`config.mk`:
```
export PLATFORM = sky130hd
export DESIGN_NAME = srnv_top
export DESIGN_NICKNAME = d
export VERILOG_FILES = /design/src/pkg/srnv_pkg.sv /design/src/rtl/srnv_prio.sv /design/src/rtl/srnv_top.sv
export SDC_FILE = /design/constraint.sdc
export NUM_CORES = 1
export LEC_CHECK = 0
export BUFFER_PORTS_ARGS = -buffer_cell sky130_fd_sc_hd__buf_2
export CORE_MARGIN = 2
export CORE_UTILIZATION = 45
export DETAILED_ROUTE_END_ITERATION = 12
export GPL_ROUTABILITY_DRIVEN = 0
export PLACE_DENSITY_LB_ADDON = 0.2
export SYNTH_ARGS = -nofsm -noshare
export SYNTH_HDL_FRONTEND = slang
export SYNTH_HIERARCHICAL = 1
export SYNTH_SLANG_ARGS = --single-unit
```
`constraint.sdc`:
```
create_clock -name clk -period 2.3 [get_ports clk]
set_input_delay 0 -clock clk [delete_from_list [all_inputs] [get_ports clk]]
set_output_delay 0 -clock clk [all_outputs]
set_load 0.02 [all_outputs]
```
`src/pkg/srnv_pkg.sv`:
```
// Package of constants and carriers for the reset and NMI vector block
// Functional notes
// [RULE_01] Reset vector: zero idle, brownout 0x02 highest
// [RULE_02] Brownout causes coded 04,06,08,0A,0E
// [RULE_03] Software power-on request reads 0x14
// [RULE_04] Watchdog 16, watchdog key 18, memctl 1A
// [RULE_05] Memory uncorrectable 1C, peripheral fetch 1E
// [RULE_06] Power key 20, lock loss 24
// [RULE_07] System NMI: low-power reset 02, memory 04
// [RULE_08] Vacant 12, mailbox in 14, out 16
// [RULE_09] Correctable memory error reads 0x18
// [RULE_10] User NMI: pin 02, oscillator fault 04
// [RULE_11] Vectors at 0x15e, 0x15c, 0x15a
// [RULE_12] Serial pins on P1[7:4] or P1[3:0]
// [RULE_13] Capture inputs from P1[7:6] or P2[1:0]
// [RULE_14] PWM reaches both groups, select gates pin
// [RULE_15] Trigger select comparator or P1.2, tristate
// [RULE_16] Timer output modulates serial transmit for infrared
// [RULE_17] Mailbox with in and out events
// [RULE_18] Vector read clears the reported source
// [RULE_19] Reserved codes are never returned
package srnv_pkg;
   // ---------------------------------------------------------------
   // Register offsets
   // ---------------------------------------------------------------
   localparam logic [15:0] SRNV_OFS_USER_NMI = 16'h015a;
   localparam logic [15:0] SRNV_OFS_SYS_NMI = 16'h015c;
   localparam logic [15:0] SRNV_OFS_RESET = 16'h015e;
   localparam logic [15:0] SRNV_OFS_CFG1 = 16'h0162;
   localparam logic [15:0] SRNV_OFS_CFG3 = 16'h0166;
   localparam logic [15:0] SRNV_OFS_MBOX_IN = 16'h0148;
   localparam logic [15:0] SRNV_OFS_MBOX_OUT = 16'h014c;
   localparam logic [15:0] SRNV_OFS_IRQ_STAT = 16'h0170;
   localparam logic [15:0] SRNV_OFS_IRQ_MASK = 16'h0172;
   // ---------------------------------------------------------------
   // Field positions and reset values
   // ---------------------------------------------------------------
   localparam int SRNV_CFG1_IR_EN = 0;
   localparam int SRNV_CFG1_IR_POL = 1;
   localparam int SRNV_CFG1_IR_MODE = 2;
   localparam int SRNV_CFG1_IR_DSRC = 3;
   localparam int SRNV_CFG1_IR_DATA = 4;
   localparam int SRNV_CFG3_SER_RMP = 0;
   localparam int SRNV_CFG3_TMR_RMP = 1;
   localparam int SRNV_CFG3_TRG_SEL = 2;
   localparam logic [15:0] SRNV_CFG_RESET = 16'h0000;
   localparam logic [15:0] SRNV_MASK_RESET = 16'h0000;
   // ---------------------------------------------------------------
   // Vector codes, index i of a source table gives code 2*(i+1)
   // ---------------------------------------------------------------
   localparam int SRNV_RST_N = 18;
   localparam int SRNV_SNMI_N = 12;
   localparam int SRNV_UNMI_N = 2;
   // Reset cause codes; zero entries are reserved slots
   localparam logic [15:0] SRNV_RST_CODES [SRNV_RST_N] = '{
      16'h0002, 16'h0004, 16'h0006, 16'h0008, 16'h000a, 16'h0000,
      16'h000e, 16'h0000, 16'h0000, 16'h0014, 16'h0016, 16'h0018,
      16'h001a, 16'h001c, 16'h001e, 16'h0020, 16'h0000, 16'h0024};
   localparam logic [SRNV_RST_N-1:0] SRNV_RST_VALID = 18'h2fe5f;
   localparam logic [SRNV_SNMI_N-1:0] SRNV_SNMI_VALID = 12'hf03;
   localparam logic [SRNV_UNMI_N-1:0] SRNV_UNMI_VALID = 2'h3;
   // Status bits of the interrupt register
   localparam int SRNV_IRQ_SNMI = 0;
   localparam int SRNV_IRQ_UNMI = 1;
   localparam int SRNV_IRQ_MBOX = 2;
   localparam int SRNV_IRQ_W = 3;
   // ---------------------------------------------------------------
   // Carriers
   // ---------------------------------------------------------------
   typedef struct packed {
      logic [15:0] addr;
      logic [15:0] wdata;
      logic wr;
      logic rd;
   } srnv_bus_t;
   typedef struct packed {
      logic [3:0] ser_out;
      logic [3:0] ser_oe;
      logic [1:0] cap;
   } srnv_route_t;
endpackage : srnv_pkg

```
`src/rtl/srnv_prio.sv`:
```
// Priority encoder with read-to-clear pending flags
`timescale 1ns/1ps
module srnv_prio #(
   parameter int N = 4
) (
   input wire logic clk,
   input wire logic reset_n,
   input wire logic [N-1:0] set,
   input wire logic [N-1:0] valid,
   input wire logic rd_clr,
   output logic [N-1:0] pend,
   output logic [15:0] code
);
   import srnv_pkg::*;
   // Lowest pending index wins; codes are 2*(index+1)
   function automatic logic [15:0] enc(input logic [N-1:0] p);
      logic [15:0] r;
      r = 16'h0000;
      for (int i = N - 1; i >= 0; i--) begin
         if (p[i]) begin
            r = 16'((i + 1) * 2);
         end
      end
      return r;
   endfunction : enc
   logic [N-1:0] pend_q;
   logic [N-1:0] top;
   // Reserved slots never latch, so reserved codes never show
   always_comb begin
      top = pend_q & ~(pend_q - N'(1)); // one-hot of lowest set
   end
   always_ff @(posedge clk or negedge reset_n) begin
      if (!reset_n) begin
         pend_q <= '0;
      end else begin
         // New events win over the read clear
         pend_q <= ((pend_q & ~(rd_clr ? top : '0)) | set) & valid; // see [RULE_18] see [RULE_19]
      end
   end
   assign pend = pend_q;
   assign code = enc(pend_q); // see [RULE_01] see [RULE_07] see [RULE_10]
endmodule : srnv_prio

```
`src/rtl/srnv_top.sv`:
```
// Reset-cause and NMI vector generator with system routing controls
//
// Decided for this implementation: strobed register access.
`timescale 1ns/1ps
module srnv_top (
   input wire logic clk,
   input wire logic reset_n,
   // Register port
   input wire srnv_pkg::srnv_bus_t bus,
   output logic [15:0] rdata,
   // Reset cause, system NMI and user NMI events, pulses or levels
   input wire logic [srnv_pkg::SRNV_RST_N-1:0] reset_events,
   input wire logic [srnv_pkg::SRNV_SNMI_N-1:0] sys_nmi_events,
   input wire logic [srnv_pkg::SRNV_UNMI_N-1:0] user_nmi_events,
   // Debug link mailbox side
   input wire logic [15:0] dbg_mbox_wdata,
   input wire logic dbg_mbox_wr,
   input wire logic dbg_mbox_rd,
   output logic [15:0] dbg_mbox_rdata,
   // Serial and timer routing
   input wire logic [3:0] ser_tx_sig,
   input wire logic [3:0] ser_tx_oe,
   input wire logic [1:0] pwm_out,
   input wire logic [7:0] p1_pin,
   input wire logic [1:0] p2_pin,
   input wire logic [1:0] p1_func_sel,
   input wire logic [1:0] p2_func_sel,
   input wire logic comp_out,
   output logic [3:0] p1_hi_out,
   output logic [3:0] p1_hi_oe,
   output logic [3:0] p1_lo_out,
   output logic [3:0] p1_lo_oe,
   output logic [1:0] cap_in,
   output logic [1:0] p1_pwm_out,
   output logic [1:0] p1_pwm_oe,
   output logic [1:0] p2_pwm_out,
   output logic [1:0] p2_pwm_oe,
   output logic timer_output_hiz,
   output logic irq
);
   import srnv_pkg::*;
   // ---------------------------------------------------------------
   // State
   // ---------------------------------------------------------------
   typedef struct packed {
      logic [15:0] rdata;
      logic [15:0] cfg1;
      logic [15:0] cfg3;
      logic [15:0] mbox_in;
      logic [15:0] mbox_out;
      logic [SRNV_IRQ_W-1:0] stat;
      logic [SRNV_IRQ_W-1:0] mask;
      logic trg_s; // Filtered trigger pin
      logic [7:0] p1_s1;
      logic [7:0] p1_s2;
      logic [7:0] p1_s3;
      logic [1:0] p2_s1;
      logic [1:0] p2_s2;
      logic [1:0] p2_s3;
      logic [1:0] p1_f;
      logic [1:0] p2_f;
      srnv_route_t route;
      logic [3:0] lo_out;
      logic [3:0] lo_oe;
      logic [1:0] p1p;
      logic [1:0] p1e;
      logic [1:0] p2p;
      logic [1:0] p2e;
      logic hiz;
      logic irq;
      logic mb_in_ev;
      logic mb_out_ev;
   } srnv_state_t;
   srnv_state_t s_q, s_d;
   logic rd_rst, rd_snmi, rd_unmi;
   logic [SRNV_RST_N-1:0] rst_pend;
   logic [SRNV_SNMI_N-1:0] snmi_pend;
   logic [SRNV_UNMI_N-1:0] unmi_pend;
   logic [15:0] rst_code, snmi_code, unmi_code;
   logic [SRNV_SNMI_N-1:0] snmi_set;
   // ---------------------------------------------------------------
   // Vector decode, a read consumes the top source
   // ---------------------------------------------------------------
   always_comb begin
      rd_rst = bus.rd && bus.addr == SRNV_OFS_RESET; // see [RULE_11]
      rd_snmi = bus.rd && bus.addr == SRNV_OFS_SYS_NMI; // see [RULE_11]
      rd_unmi = bus.rd && bus.addr == SRNV_OFS_USER_NMI; // see [RULE_11]
      snmi_set = sys_nmi_events;
      snmi_set[9] = sys_nmi_events[9] | s_q.mb_in_ev; // see [RULE_17] see [RULE_08]
      snmi_set[10] = sys_nmi_events[10] | s_q.mb_out_ev; // see [RULE_17] see [RULE_08]
   end
   // Reset causes; codes follow table layout
   srnv_prio #(.N(SRNV_RST_N)) u_rst (
      .clk(clk), .reset_n(reset_n), .set(reset_events), .valid(SRNV_RST_VALID),
      .rd_clr(rd_rst), .pend(rst_pend), .code(rst_code)
   ); // see [RULE_02] see [RULE_03] see [RULE_04] see [RULE_05] see [RULE_06]
   srnv_prio #(.N(SRNV_SNMI_N)) u_snmi (
      .clk(clk), .reset_n(reset_n), .set(snmi_set), .valid(SRNV_SNMI_VALID),
      .rd_clr(rd_snmi), .pend(snmi_pend), .code(snmi_code)
   ); // see [RULE_09]
   srnv_prio #(.N(SRNV_UNMI_N)) u_unmi (
      .clk(clk), .reset_n(reset_n), .set(user_nmi_events), .valid(SRNV_UNMI_VALID),
      .rd_clr(rd_unmi), .pend(unmi_pend), .code(unmi_code)
   );
   // ---------------------------------------------------------------
   // Next-state logic
   // ---------------------------------------------------------------
   always_comb begin
      logic trg;
      logic ir_d;
      logic ir_m;
      logic [SRNV_IRQ_W-1:0] ev;
      trg = 1'b0;
      ir_d = 1'b0;
      ir_m = 1'b0;
      ev = '0;
      s_d = s_q;
      // Pin synchronisers; stage 1 feeds only stage 2
      s_d.p1_s1 = p1_pin;
      s_d.p1_s2 = s_q.p1_s1;
      s_d.p1_s3 = s_q.p1_s2;
      s_d.p2_s1 = p2_pin;
      s_d.p2_s2 = s_q.p2_s1;
      s_d.p2_s3 = s_q.p2_s2;
      // Change accepted once stages 2 and 3 agree
      for (int i = 0; i < 2; i++) begin
         if (s_q.p1_s2[6+i] == s_q.p1_s3[6+i]) begin
            s_d.p1_f[i] = s_q.p1_s2[6+i];
         end
         if (s_q.p2_s2[i] == s_q.p2_s3[i]) begin
            s_d.p2_f[i] = s_q.p2_s2[i];
         end
      end
      if (s_q.p1_s2[2] == s_q.p1_s3[2]) begin
         s_d.trg_s = s_q.p1_s2[2];
      end
      // Read data, one cycle after the strobe
      s_d.rdata = 16'h0000;
      if (bus.rd) begin
         unique case (bus.addr)
            SRNV_OFS_RESET: s_d.rdata = rst_code;
            SRNV_OFS_SYS_NMI: s_d.rdata = snmi_code;
            SRNV_OFS_USER_NMI: s_d.rdata = unmi_code;
            SRNV_OFS_CFG1: s_d.rdata = s_q.cfg1;
            SRNV_OFS_CFG3: s_d.rdata = s_q.cfg3;
            SRNV_OFS_MBOX_IN: s_d.rdata = s_q.mbox_in;
            SRNV_OFS_MBOX_OUT: s_d.rdata = s_q.mbox_out;
            SRNV_OFS_IRQ_STAT: s_d.rdata = 16'(s_q.stat);
            SRNV_OFS_IRQ_MASK: s_d.rdata = 16'(s_q.mask);
            default: s_d.rdata = 16'h0000;
         endcase
      end
      // Mailbox: debug writes inbox, application writes outbox
      s_d.mb_in_ev = dbg_mbox_wr; // see [RULE_17]
      s_d.mb_out_ev = bus.wr && bus.addr == SRNV_OFS_MBOX_OUT; // see [RULE_17]
      if (dbg_mbox_wr) begin
         s_d.mbox_in = dbg_mbox_wdata;
      end
      // Writes
      if (bus.wr) begin
         unique case (bus.addr)
            SRNV_OFS_CFG1: s_d.cfg1 = bus.wdata;
            SRNV_OFS_CFG3: s_d.cfg3 = bus.wdata;
            SRNV_OFS_MBOX_OUT: s_d.mbox_out = bus.wdata;
            SRNV_OFS_IRQ_MASK: s_d.mask = bus.wdata[SRNV_IRQ_W-1:0];
            default: ;
         endcase
      end
      // Sticky status; set wins over write-one-clear
      ev[SRNV_IRQ_SNMI] = |snmi_pend;
      ev[SRNV_IRQ_UNMI] = |unmi_pend;
      ev[SRNV_IRQ_MBOX] = dbg_mbox_rd;
      if (bus.wr && bus.addr == SRNV_OFS_IRQ_STAT) begin
         s_d.stat = s_q.stat & ~bus.wdata[SRNV_IRQ_W-1:0];
      end
      s_d.stat = s_d.stat | ev;
      s_d.irq = |(s_d.stat & s_d.mask);
      // Serial remap: only one group drives at a time
      if (s_q.cfg3[SRNV_CFG3_SER_RMP]) begin // see [RULE_12]
         s_d.lo_out = ser_tx_sig;
         s_d.lo_oe = ser_tx_oe;
         s_d.route.ser_out = 4'h0;
         s_d.route.ser_oe = 4'h0;
      end else begin
         s_d.lo_out = 4'h0;
         s_d.lo_oe = 4'h0;
         s_d.route.ser_out = ser_tx_sig;
         s_d.route.ser_oe = ser_tx_oe;
      end
      // Infrared modulation of transmit (bit 3 of the group selected by the serial remap)
      if (s_q.cfg1[SRNV_CFG1_IR_EN]) begin // see [RULE_16]
         ir_d = s_q.cfg1[SRNV_CFG1_IR_DSRC] ? s_q.cfg1[SRNV_CFG1_IR_DATA] : ser_tx_sig[3];
         ir_m = s_q.cfg1[SRNV_CFG1_IR_MODE] ? (ir_d ? pwm_out[0] : pwm_out[1])
                                            : (ir_d & pwm_out[0]);
         ir_m = ir_m ^ s_q.cfg1[SRNV_CFG1_IR_POL];
         if (s_q.cfg3[SRNV_CFG3_SER_RMP]) begin
            s_d.lo_out[3] = ir_m;
         end else begin
            s_d.route.ser_out[3] = ir_m;
         end
      end
      // Capture source by timer remap
      s_d.route.cap = s_q.cfg3[SRNV_CFG3_TMR_RMP] ? s_q.p2_f : s_q.p1_f; // see [RULE_13]
      // High-impedance trigger source
      trg = s_q.cfg3[SRNV_CFG3_TRG_SEL] ? s_q.trg_s : comp_out; // see [RULE_15]
      s_d.hiz = trg;
      // PWM to both groups, enables gated by function select and by the tristate trigger
      s_d.p1p = pwm_out; // see [RULE_14]
      s_d.p2p = pwm_out; // see [RULE_14]
      s_d.p1e = trg ? 2'h0 : p1_func_sel; // see [RULE_14] see [RULE_15]
      s_d.p2e = trg ? 2'h0 : p2_func_sel; // see [RULE_14] see [RULE_15]
   end
   // ---------------------------------------------------------------
   // State register
   // ---------------------------------------------------------------
   always_ff @(posedge clk or negedge reset_n) begin
      if (!reset_n) begin
         s_q <= '0;
         s_q.cfg1 <= SRNV_CFG_RESET;
         s_q.cfg3 <= SRNV_CFG_RESET;
         s_q.mask <= SRNV_MASK_RESET[SRNV_IRQ_W-1:0];
      end else begin
         s_q <= s_d;
      end
   end
   // Outputs straight from flops
   assign rdata = s_q.rdata;
   assign dbg_mbox_rdata = s_q.mbox_out;
   assign p1_hi_out = s_q.route.ser_out;
   assign p1_hi_oe = s_q.route.ser_oe;
   assign p1_lo_out = s_q.lo_out;
   assign p1_lo_oe = s_q.lo_oe;
   assign cap_in = s_q.route.cap;
   assign p1_pwm_out = s_q.p1p;
   assign p1_pwm_oe = s_q.p1e;
   assign p2_pwm_out = s_q.p2p;
   assign p2_pwm_oe = s_q.p2e;
   assign timer_output_hiz = s_q.hiz;
   assign irq = s_q.irq;
endmodule : srnv_top

```
==> out/results.ini <==
[synth]
netlist_area_sq_um = 8140
syn_area_per_cell_sq_um = 11.6
ys_ff_latch = 166
synth_flop_cell = dfrtp_1
yosys_warnings = 6
yosysTopAreaCell = dfrtp_1
synth_edf_count = 0
synthTopCellsByArea = dfrtp_1, mux2_2, buf_4
postSynthCellCount = 699
synthDistinctLibCells = 67
synthArstFlopShare = 1.00
yosysTopAreaCellShare = 0.510
yosysSeqAreaShare = 0.510

[sta]
period_share = 0.961
holdWs_ns = 0.0473
finalMaxSlewViolations = 0
finClkSkew_ns = 0.0114
rsz0062_at_grt = no
hold_viol_final = 0
fmax_mhz = 452
tns_ns = 0
slew_headroom = 0.530
setup_ws_ns = 0.0896
setup_viol = 0
finalCriticalPeriod_ns = 2.21
worstMarginPinSlew_ns = 0.702

[drt]
routed_wl_microns = 20300
dr.pass1.iters = 5
antenna_left = 0
drt-initial-drc-count = 375
vias = 6074
drc = 0
vias_per_cell = 5.13
wl_per_cell_microns = 17.2

[worst_setup_path]
r2r_slack_ns = 0.09
cp.buffers_inverters = 0
crit_chain = or4_4 -> a31oi_2 -> nor4_1 -> mux2_2 -> a32o_1 -> a221oi_1 -> a21oi_1
crit_end = rdata[3]$_DFF_PN0_
rr_worst_depth = 7
cpMaxStageDelayCell = or4_4
r2r_end = rdata[3]$_DFF_PN0_
crit_path_start_kind = register
cp_max_fo = 3
cpPeakStageDelay_ns = 0.58
path_depth = 7
cp.required_ns = 2.60
worstPathArrival_ns = 2.51
rr_startpoint = u_snmi/pend[6]$_DFF_PN0_
crit_start = u_snmi/pend[6]$_DFF_PN0_
end_kind = register
crit_type = reg -> reg
cpLargestDelayFamily = compound AO/OA/AOI/OAI gates

[global_route]
grt_max_degree = 66
antenna_found_initial = 0
first_global_vias = 6385
grt_overflow = 0
grt_pass1_wl_microns = 32900
grt_use_total = 0.216

[power_and_ir_drop]
ir_drop_v = 0.000548
powerDensity_nw_per_um2 = 638
finalPower_mw = 6.59
p_leak_nw = 4.99

[clocking]
clk_pin_slew_ns = 0.07
cts_root_buf = clkbuf_16
cts_tree = done
cts.sinks = 166
cts.htree.levels = 4
clockBufferDepth = 2
cts_buffers = 17
worstSkewPairLatency_ns = 0.42

[finish]
diodes = 0
layout_common_cells = dfrtp_1, buf_2, dlygate4sd3_1
fillers = 1537
area_growth_pct = 27.1
stdcell_area_sq_um = 10300
final_common_cell = dfrtp_1
finalNetCount = 1053
layout-drive-gt1-share = 0.345

[placed_design]
placed_cell_area_sq_um = 8920
dp_hpwl_microns = 14100
place_ws_ns = 0.147
port_buffers = 165

[die]
rows = 49
fp.dieH_microns = 138
fp.dieW_microns = 138
pin_count = 171
initial_core_util = 0.456
design.die.area_sq_um = 19200
coreArea_sq_um = 17800

[outcome]
run_status = finished, final reports clean

[hold_path]
hold_path.class = in -> reg

[run]
max_cap_violations = 0

[registers in the layout, summed over array words and instances (netlist names)]
name and cells:
p1_hi_out 4, u_snmi/pend 12, p1_lo_out 4, p1_hi_oe 4, rdata 16, u_rst/pend 18, cap_in 2, timer_output_hiz 1
dbg_mbox_rdata 16, p2_pwm_out 2, p2_pwm_oe 2, s_d 10, p1_pwm_oe 2, s_q 66, p1_lo_oe 4, irq 1
u_unmi/pend 2
[synthesized netlist by cell type (all sizes together) (2+ instances only)]
library cell	count
a32o	11
nor3	14
and3	5
nor2	33
nand2b	5
or2	3
or4b	2
a221oi	13
nor4	15
a22oi	22
maj3	5
buf	106
a22o	2
o21ai	24
nand2	15
clkbuf	13
nor2b	23
o31a	3
nand3	9
or4	4
a32oi	2
dfrtp	166
and4	3
a21oi	31
conb	5
o21a	11
mux2	81
mux2i	7
inv	11
and2	16
a211oi	4
a21boi	2
nor4bb	3
nand4	2
a31oi	13
[cells by family after synthesis]
family	after synthesis	synth area share
adders and majority gates	5	0.00615
muxes	88	0.125
buffers and inverters	130	0.108
DFF	166	0.510
other	5	0.00231
and+or+nand+nor	159	0.123
xor gates and xnor gates	1	0.00108
AOI/OAI and AO/OA	145	0.123
[layer usage]
metal	vias up	global-route usage	routed length, microns
li1	2865	-	-
met1	3019	0.273	8810
met2	167	0.377	10400
met3	23	0.0457	808
met4	0	0.0623	305
met5	-	0	0
[worst min-delay path by stage]
stage,from,end,slack [ns],cells after the start
2_1_floorplan,reset_n,cap_in[0]$_DFF_PN0_,-0.30,0
3_3_place_gp,reset_n,p1_hi_oe[1]$_DFF_PN0_,-0.05,1
3_5_place_dp,reset_n,p1_hi_oe[1]$_DFF_PN0_,-0.05,1
4_1_cts,bus[21],s_q[65]$_DFF_PN0_,0.03,5
5_1_grt,bus[21],s_q[65]$_DFF_PN0_,0.06,5
6_report,bus[21],s_q[65]$_DFF_PN0_,0.05,5
[per-stage QoR]
stage               instances  utilization
global placement         1069        0.500
detailed placement       1069        0.500
CTS                      1184        0.579
global route             1184        0.580
floorplan                 766            -
finish                   1184        0.580
[what timing repair did]
item,CTS,global route
setup endpoints to repair,0,1
hold buffers,83,0
gates resized for setup,0,1
hold endpoints to repair,257,0
setup buffers,0,0
[worst register-to-register path, delay by kind of cell (launching register included)]
| kind | cells | cell delay (ns) |
|---|---|---|
| flops | 1 | 0.38 |
| mux | 1 | 0.31 |
| compound gates | 4 | 0.73 |
| simple gates | 2 | 0.67 |
[power breakdown]
group	internal (mW)	switching [mW]	leakage [nW]
combinational	0.331	0.320	2.56
clock	1.58	1.24	0.295
sequential	3.03	0.0904	2.14
total	4.94	1.65	4.99
[cell type report]
| cell class | instances | area [sq um] | share of cell area |
|---|---|---|---|
| Clock buffer | 19 | 453 | 0.0438 |
| Clock inverter | 13 | 136 | 0.0132 |
| Tap cell | 229 | 287 | 0.0277 |
| Sequential cell | 166 | 4150 | 0.402 |
| Timing Repair Buffer | 276 | 1890 | 0.182 |
| Inverter | 11 | 41.3 | 0.00399 |
| Multi-Input combinational cell | 470 | 3390 | 0.327 |
Note: power is estimated with default switching activity, not from simulation.
